File: config.mk
export PLATFORM = sky130hd
export DESIGN_NAME = rdv_voter
export DESIGN_NICKNAME = d
export VERILOG_FILES = /design/src/rdv_pkg.sv /design/src/rdv_voter.sv
export SDC_FILE = /design/constraint.sdc
export NUM_CORES = 1
export LEC_CHECK = 0
export BUFFER_PORTS_ARGS = -buffer_cell sky130_fd_sc_hd__buf_2
export CORE_UTILIZATION = 40
export DETAILED_ROUTE_END_ITERATION = 8
export PLACE_DENSITY_LB_ADDON = 0.15
export SYNTH_ARGS = -nofsm -noshare
export SYNTH_HDL_FRONTEND = slang
export SYNTH_SLANG_ARGS = --single-unit
File: constraint.sdc
create_clock -name clock_in -period 3.39 [get_ports clock_in]
set_input_delay 0.5085 -clock clock_in [delete_from_list [all_inputs] [get_ports clock_in]]
set_output_delay 0.5085 -clock clock_in [all_outputs]
set_load 0.02 [all_outputs]
File: src/rdv_pkg.sv
package rdv_pkg;

    // Default number of voted discrete inputs
    localparam int NUM_INPUTS = 16;

    // Input image areas, in the order they appear
    localparam int AREA_VOTED = 0;
    localparam int AREA_COPY_A = 1;
    localparam int AREA_COPY_B = 2;
    localparam int AREA_COPY_C = 3;
    localparam int AREA_NONVOTED = 4;
    localparam int AREA_RESERVED = 5;
    localparam int AREA_COUNT = 6;

    // Valid copy counts
    localparam logic [1:0] COUNT_NONE = 2'h0;
    localparam logic [1:0] COUNT_ONE = 2'h1;
    localparam logic [1:0] COUNT_TWO = 2'h2;
    localparam logic [1:0] COUNT_ALL = 2'h3;

    // Reset values
    localparam logic VOTED_RESET = 1'h0;
    localparam logic FLAG_RESET = 1'h0;

    // Redundancy of an input group
    typedef enum logic [1:0] {
        GROUP_NONVOTED,
        GROUP_SIMPLEX,
        GROUP_DUPLEX,
        GROUP_TRIPLEX
    } rdv_group_type;

    // How far a group degrades
    typedef enum logic {
        ADAPT_FULL,
        ADAPT_STOP_AT_TWO
    } rdv_adapt_type;

    // Per input configuration
    typedef struct packed {
        rdv_group_type group;
        rdv_adapt_type adapt;
        logic tiebreak;
        logic default_state;
    } rdv_cfg_type;

    // One bit for each redundant copy
    typedef struct packed {
        logic c;
        logic b;
        logic a;
    } rdv_copy_type;

    // Sweep sequencing
    typedef enum logic [1:0] {
        ST_IDLE,
        ST_VOTE,
        ST_REPORT
    } rdv_state_type;

endpackage : rdv_pkg

File: src/rdv_voter.sv
`timescale 1ns/1ps
`default_nettype none

module rdv_voter #(
    parameter int NUM_INPUTS = rdv_pkg::NUM_INPUTS
) (
    // Clock and reset
    input wire logic clock_in,
    input wire logic reset_n_in,
    // Input scan
    input wire logic scan_done_in,
    input wire rdv_pkg::rdv_copy_type [NUM_INPUTS-1:0] copy_in,
    input wire logic [NUM_INPUTS-1:0] nonvoted_in,
    input wire logic [NUM_INPUTS-1:0] manual_inhibit_in,
    // Copy faults from the input blocks
    input wire rdv_pkg::rdv_copy_type [NUM_INPUTS-1:0] selftest_fault_in,
    input wire rdv_pkg::rdv_copy_type [NUM_INPUTS-1:0] comm_fault_in,
    // Configuration and fault clearing
    input wire rdv_pkg::rdv_cfg_type [NUM_INPUTS-1:0] cfg_in,
    input wire logic fault_clear_in,
    // Results to the application
    output logic [NUM_INPUTS-1:0] voted_out,
    output logic [NUM_INPUTS-1:0] disc_fault_out,
    output rdv_pkg::rdv_copy_type [NUM_INPUTS-1:0] copy_disc_out,
    output logic [rdv_pkg::AREA_COUNT*NUM_INPUTS-1:0] image_out,
    // Sweep status and fault log
    output logic busy_out,
    output logic vote_done_out,
    output logic log_valid_out,
    output logic [NUM_INPUTS-1:0] log_mask_out
);

    // Copies that take part in a group of this kind
    function automatic rdv_pkg::rdv_copy_type group_mask(input rdv_pkg::rdv_group_type group);
        rdv_pkg::rdv_copy_type mask;
        mask = '0;
        unique case (group)
            rdv_pkg::GROUP_NONVOTED: mask = '0;
            rdv_pkg::GROUP_SIMPLEX: mask.a = 1'h1;
            rdv_pkg::GROUP_DUPLEX: mask = '{c: 1'h0, b: 1'h1, a: 1'h1};
            rdv_pkg::GROUP_TRIPLEX: mask = '{c: 1'h1, b: 1'h1, a: 1'h1};
        endcase
        return mask;
    endfunction : group_mask

    // Two-out-of-three majority
    function automatic logic majority(input logic x, input logic y, input logic z);
        return (x & y) | (x & z) | (y & z);
    endfunction : majority

    rdv_pkg::rdv_state_type state;
    rdv_pkg::rdv_state_type next_state;
    rdv_pkg::rdv_copy_type [NUM_INPUTS-1:0] cap_copy;
    rdv_pkg::rdv_copy_type [NUM_INPUTS-1:0] cap_fault;
    rdv_pkg::rdv_cfg_type [NUM_INPUTS-1:0] cap_cfg;
    logic [NUM_INPUTS-1:0] cap_nonvoted;
    logic [NUM_INPUTS-1:0] cap_reserved;

    wire logic take_scan;
    wire logic vote_now;
    wire logic [NUM_INPUTS-1:0] next_voted;
    wire logic [NUM_INPUTS-1:0] next_mismatch;
    wire logic [NUM_INPUTS-1:0] next_disc;
    wire rdv_pkg::rdv_copy_type [NUM_INPUTS-1:0] next_copy_disc;
    wire logic [NUM_INPUTS-1:0] area_a;
    wire logic [NUM_INPUTS-1:0] area_b;
    wire logic [NUM_INPUTS-1:0] area_c;

    // Vote terms per input, also read by the assertions
    wire logic [1:0] valid_count [NUM_INPUTS];
    wire logic [NUM_INPUTS-1:0] maj3;
    wire logic [NUM_INPUTS-1:0] pair_x;
    wire logic [NUM_INPUTS-1:0] pair_y;
    wire logic [NUM_INPUTS-1:0] lone;

    // Sweep sequencing
    assign take_scan = (state == rdv_pkg::ST_IDLE) && scan_done_in;
    assign vote_now = (state == rdv_pkg::ST_VOTE);

    always_comb begin
        next_state = state;
        unique case (state)
            rdv_pkg::ST_IDLE: if (scan_done_in) next_state = rdv_pkg::ST_VOTE;
            rdv_pkg::ST_VOTE: next_state = rdv_pkg::ST_REPORT;
            rdv_pkg::ST_REPORT: next_state = rdv_pkg::ST_IDLE;
        endcase
    end

    genvar i;
    generate
        for (i = 0; i < NUM_INPUTS; i++) begin : g_input
            rdv_pkg::rdv_copy_type member;
            rdv_pkg::rdv_copy_type ok;
            rdv_pkg::rdv_copy_type differ;
            wire logic result;
            wire logic use_lone;

            assign member = group_mask(cap_cfg[i].group);
            assign ok = member & ~cap_fault[i] & ~copy_disc_out[i];
            assign valid_count[i] = {1'h0, ok.a} + {1'h0, ok.b} + {1'h0, ok.c};
            assign maj3[i] = majority(cap_copy[i].a, cap_copy[i].b, cap_copy[i].c);
            assign pair_x[i] = ok.a ? cap_copy[i].a : cap_copy[i].b;
            assign pair_y[i] = ok.c ? cap_copy[i].c : cap_copy[i].b;
            assign lone[i] = |(ok & cap_copy[i]);
            assign use_lone = (cap_cfg[i].group == rdv_pkg::GROUP_SIMPLEX) ||
                              (cap_cfg[i].adapt == rdv_pkg::ADAPT_FULL);

            assign result =
                (cap_cfg[i].group == rdv_pkg::GROUP_NONVOTED) ? cap_nonvoted[i] :
                (valid_count[i] == rdv_pkg::COUNT_ALL) ? maj3[i] :
                (valid_count[i] == rdv_pkg::COUNT_TWO) ?
                    majority(pair_x[i], pair_y[i], cap_cfg[i].tiebreak) :
                (valid_count[i] == rdv_pkg::COUNT_ONE && use_lone) ? lone[i] :
                cap_cfg[i].default_state;
            assign next_voted[i] = result;

            // Copies that took part yet disagree with the vote
            assign differ = ok & (cap_copy[i] ^ {3{result}});
            assign next_mismatch[i] = vote_now && (|differ);
            assign next_copy_disc[i] = (vote_now ? differ : '0) |
                                       (fault_clear_in ? '0 : copy_disc_out[i]);
            assign next_disc[i] = |next_copy_disc[i];

            assign area_a[i] = copy_in[i].a;
            assign area_b[i] = copy_in[i].b;
            assign area_c[i] = copy_in[i].c;

        end
    endgenerate

    always_ff @(posedge clock_in) begin
        if (!reset_n_in) begin
            state <= rdv_pkg::ST_IDLE;
            busy_out <= rdv_pkg::FLAG_RESET;
            vote_done_out <= rdv_pkg::FLAG_RESET;
        end else begin
            state <= next_state;
            busy_out <= (next_state != rdv_pkg::ST_IDLE);
            vote_done_out <= vote_now;
        end
    end

    // Input scan storage, copy areas and reserved area of the image
    always_ff @(posedge clock_in) begin
        if (!reset_n_in) begin
            cap_copy <= '0;
            cap_fault <= '0;
            cap_cfg <= '0;
            cap_nonvoted <= '0;
            cap_reserved <= '0;
        end else if (take_scan) begin
            cap_copy <= copy_in;
            cap_fault <= selftest_fault_in | comm_fault_in;
            cap_cfg <= cfg_in;
            cap_nonvoted <= nonvoted_in;
            cap_reserved <= manual_inhibit_in;
        end
    end

    always_ff @(posedge clock_in) begin
        if (!reset_n_in) begin
            image_out <= '0;
        end else begin
            if (take_scan) begin
                image_out[rdv_pkg::AREA_COPY_A*NUM_INPUTS +: NUM_INPUTS] <= area_a;
                image_out[rdv_pkg::AREA_COPY_B*NUM_INPUTS +: NUM_INPUTS] <= area_b;
                image_out[rdv_pkg::AREA_COPY_C*NUM_INPUTS +: NUM_INPUTS] <= area_c;
                image_out[rdv_pkg::AREA_NONVOTED*NUM_INPUTS +: NUM_INPUTS] <= nonvoted_in;
                image_out[rdv_pkg::AREA_RESERVED*NUM_INPUTS +: NUM_INPUTS] <= manual_inhibit_in;
            end
            if (vote_now) begin
                image_out[rdv_pkg::AREA_VOTED*NUM_INPUTS +: NUM_INPUTS] <= next_voted;
            end
        end
    end

    // Voted results, latched discrepancies and fault log
    always_ff @(posedge clock_in) begin
        if (!reset_n_in) begin
            voted_out <= {NUM_INPUTS{rdv_pkg::VOTED_RESET}};
            copy_disc_out <= '0;
            disc_fault_out <= '0;
            log_valid_out <= rdv_pkg::FLAG_RESET;
            log_mask_out <= '0;
        end else begin
            if (vote_now) begin
                voted_out <= next_voted;
            end
            copy_disc_out <= next_copy_disc;
            disc_fault_out <= next_disc;
            log_valid_out <= |next_mismatch;
            log_mask_out <= next_mismatch;
        end
    end

endmodule : rdv_voter

`default_nettype wire

==> results by stage <==
Routing:
- After detailed routing, the total wire length is 51000 µm.
- Once detail routing completed, the nets flagged for antenna violations numbered 0.
- For this run, the detailed router's first-pass iteration total came to 5.
- The remaining design rule violation count is 0.
- The via count normalized by instance count is 5.30.
- The mean routed wirelength per cell is about 18 µm.
- For this block, the initial DRC count from the detailed router was 686.
- Summing over every cut layer, the via total after detailed routing is 15400.

Logic synthesis:
- The count of flip-flops with a built-in enable after synthesis is 0.
- The fraction of synthesis flops using an asynchronous set or reset pin is 0%.
- The synthesized area per cell is 7.94 µm².
- The netlist uses 105 different library cells.
- The post-synthesis instance area is 15200 µm².
- For this run, the number of Yosys warnings is 0.
- Counting flops and latches in the post-synthesis netlist gives approximately 310.
- Among all flip-flop cells after synthesis, the most frequent one is dfxtp_1.
- In the synthesized netlist, the number of instances is 1908.
- Counting every net in the synthesized netlist gives 2186.
- After synthesis, flip-flops and latches occupy 40.8% of the total area.

Clock network:
- After clock tree synthesis, the clock-pin slew on the worst setup and hold paths is 0.06 ns.
- The deepest clock path buffer count is 3.
- CTS saw approximately 300 sinks.
- The CTS H-tree depth is 2.
- The clock buffer count from CTS is 37.
- TritonCTS built the clock tree.
- The library cell used as clock root buffer is clkbuf_16.
- The clock latency at the later pin of the worst-skew pair is 0.54 ns.

Setup path:
- The logic depth of the worst register-to-register path is 13.
- The reg2reg setup slack is 0.07 ns.
- Traced cell by cell, the critical path runs through and4bb_2, fa_2, nor3b_2, mux2i_1, a311oi_2, buf_4, or3_1, a211oi_2, buf_4, o211ai_1, a2111oi_2, buf_4, a41oi_1.
- The element type at the critical path start is a register.
- The maximum fanout along the worst path is 5.
- The startpoint of the worst setup timing path is copy_disc_out[14].
- The delay contributed by the slowest stage of the critical path is 0.64 ns.
- The endpoint identified for the worst register-to-register timing path is log_valid_out.
- At the worst endpoint, the arrival time is 3.73 ns.
- STA classifies the critical path endpoint as a register.
- The source of the worst register-to-register timing path is copy_disc_out[14].
- For the worst setup path, the data required time is 3.80 ns.
- The worst setup path is of the register to register kind.
- On the critical path, the stage with the largest delay is an instance of fa_2.
- The cell that appears most often on the critical path is buf_4.

Power and ir drop:
- The power per unit of standard cell area is around 520 nW/µm².
- The worst-case IR drop observed on VDD is 0.350 mV.
- In this run the static leakage power is 8.58 nW.
- The switching power total is 2.99 mW.
- The logic gate share of total power is 19.9%.
- The clock network burns 39.8% of the power.
- Of the total power, the share spent switching nets is between 20% and 30%.
- The sequential cell fraction of total power is 40.3%.
- The internal cell power is 7.23 mW.

Global routing:
- Entering global routing, the biggest net connects 147 pins.
- The wire length of the first global-routing pass is 78300 µm.
- The via count of the first global-routing pass is 14500.
- The sum of overflow across all layers after global routing is 0.
- For this run, the total global-route usage over all layers was measured as 25.3%.
- The initial antenna violation count is 6.

Final layout:
- Compared with the post-synthesis result, the final layout area differs by 30.8%.
- The final net count is 2650.
- Counting the fill cells in the layout gives 3619.
- The final instance area is 19800 µm².
- Cells fill 53.6% of the core in the end.
- Cells with a size suffix above 1 make up 31.2% of the layout.

Die:
- In this run the standard cell core region covers 37000 µm².
- The die covers 38700 µm².
- The number of top-level design ports is between 400 and 500.
- The floorplan has 70 rows.
- The initial utilization of the core area, before any placement, comes to between 40% and 50%.
- The die is 197 µm tall.
- The die is 197 µm wide.

Run:
- Across the run, the number of max-cap violations was 0.

Placement:
- The HPWL after detailed placement is 36800 µm.
- After detailed placement, the total cell area comes to 18200 µm².
- The final weighted congestion in routability-driven placement is 0.921.
- In this run the tool buffered the top-level ports with 454 buffer cells.

STA:
- The worst path in the final design needs a cycle of between 3 and 4 ns, including I/O delays and setup.
- Setup repair after global routing could not meet its margin everywhere.
- At the pin with the least slew margin, the transition time is ~0.96 ns.
- Headroom to the max-slew limit came out at 35.9%.
- The final number of max-transition violations is 0.
- The worst path uses 97.9% of the clock period.
- The setup clock skew after layout is 0.0186 ns.
- The total count of hold-check failures in the final report is 0.
- Timing would allow up to 301 MHz.
- Setup violations remaining at the end of the flow were counted as 0.

Worst hold path:
- The worst hold path passes through 3 cells.
- The capture endpoint of the worst hold path is cap_cfg[58].
- The hold path startpoint is cfg_in[58].
- The path type of the worst min-delay path is input port to register.

Status:
- The flow ran to the end, and the final reports show no timing, DRC or antenna violations.
-- worst max path at each step --
| stage | endpoint | slack, ns | cells after the start |
|---|---|---|---|
| 2_1_floorplan | log_valid_out | 0.20 | 12 |
| 3_3_place_gp | log_valid_out | -0.01 | 14 |
| 3_5_place_dp | log_valid_out | -0.10 | 13 |
| 4_1_cts | log_valid_out | 0.01 | 12 |
| 5_1_grt | log_valid_out | -0.09 | 14 |
| 6_report | log_valid_out | 0.07 | 13 |
-- area by class of cell --
class	count	area (µm²)	share of cell area, %
diodes	3	7.51	0.0379
clock buffers	52	1110	5.62
clock inverters	10	129	0.650
inverters	56	218	1.10
multi-input cells	1409	8430	42.5
flip-flops and latches	309	6200	31.3
well taps	504	631	3.18
repair buffers	559	3100	15.6
-- placed cells by master, fill, tap and decap left out, types with 28 or more instances in the layout --
| cell | synthesis | routed |
|---|---|---|
| a21oi_1 | 202 | 201 |
| buf_2 | 6 | 454 |
| buf_4 | 18 | 101 |
| clkbuf_16 | 0 | 39 |
| dfxtp_1 | 309 | 303 |
| inv_1 | 54 | 52 |
| nand2_1 | 401 | 400 |
| nand3_1 | 34 | 34 |
| nor2_1 | 150 | 145 |
| nor3_1 | 117 | 111 |
| o21ai_0 | 28 | 28 |
| xnor2_1 | 30 | 30 |
-- stage by stage --
step	cells	total power [mW]	hold WS, ns	setup TNS [ns]	setup WS (ns)
2_1_floorplan	1908	5.42	0.432	0	0.200
3_3_place_gp	2826	6.10	0.440	-0.0131	-0.0131
3_5_place_dp	2826	6.13	0.446	-0.104	-0.104
4_1_cts	2888	10.2	0.175	0	0.00962
5_1_grt	2901	10.7	0.191	-0.0902	-0.0902
6_report	2902	10.2	0.201	0	0.0702
-- critical path, delay by kind of cell (launching register included) --
| family | cells | cell delay [ns] |
|---|---|---|
| AO/OA/AOI/OAI | 5 | 0.73 |
| adder cells (fa/ha/maj) | 1 | 0.64 |
| buffers and inverters | 3 | 0.52 |
| flip-flops | 1 | 0.34 |
| multiplexers | 1 | 0.23 |
| AND/OR/NAND/NOR | 3 | 0.72 |
-- synthesized netlist by cell type, drive strengths merged (16+ instances only) --
cell type | count | area (µm²)
nor2 | 152 | 576
nor3 | 120 | 616
or3 | 20 | 125
buf | 31 | 221
nand2 | 402 | 1510
o21ai | 30 | 150
nor3b | 28 | 215
and2 | 16 | 103
clkbuf | 103 | 408
fa | 16 | 320
xnor2 | 30 | 263
a32oi | 26 | 243
mux2i | 21 | 210
nor2b | 17 | 106
or2 | 21 | 134
dfxtp | 309 | 6190
a21oi | 202 | 1010
a31oi | 16 | 106
nand3 | 34 | 170
inv | 56 | 210
nand2b | 18 | 113
-- repair_timing --
item                                    4_1_cts  5_1_grt
setup buffers                                 0       11
pin swaps                                     1       22
hold buffers                                  0        0
resized for setup                             7       65
endpoints found under the setup margin        1        5
-- power by group through the flow --
stage | combinational, mW | sequential [mW] | clock, mW
floorplan | 1.20 | 4.21 | 0
finish | 2.03 | 4.12 | 4.07
CTS | 1.96 | 4.11 | 4.17
detailed placement | 1.95 | 4.19 | 0
global placement | 1.92 | 4.18 | 0
global route | 2.23 | 4.15 | 4.31
-- sequential cells by signal, indices dropped and copies added, names as in the netlist --
name            flops
voted_out          16
log_mask_out       16
log_valid_out       1
state               2
image_out          65
cap_fault          48
cap_cfg            80
cap_nonvoted       15
vote_done_out       1
copy_disc_out      48
busy_out            1
disc_fault_out     16
-- logic make-up (layout without fill, tap and decap cells) --
family / count (synthesis) / in the layout / synth area share, %
buffers and inverters: 190 / 677 / 5.54
and+or+nand+nor: 882 / 882 / 27.4
adders and majority gates: 31 / 31 / 3.15
AOI/OAI and AO/OA: 432 / 432 / 19.2
muxes: 25 / 25 / 1.68
DFF: 309 / 309 / 40.8
xor gates and xnor gates: 39 / 39 / 2.25
other: 0 / 3 / 0
-- layer usage --
metal / part of all wire, % / GRT usage [%]
met5: 0.053 / 0
met2: 48 / 43.1
met3: 5.8 / 4.50
met4: 2.2 / 7.78
met1: 44 / 32.5
Power figures use the tool's default switching activity.
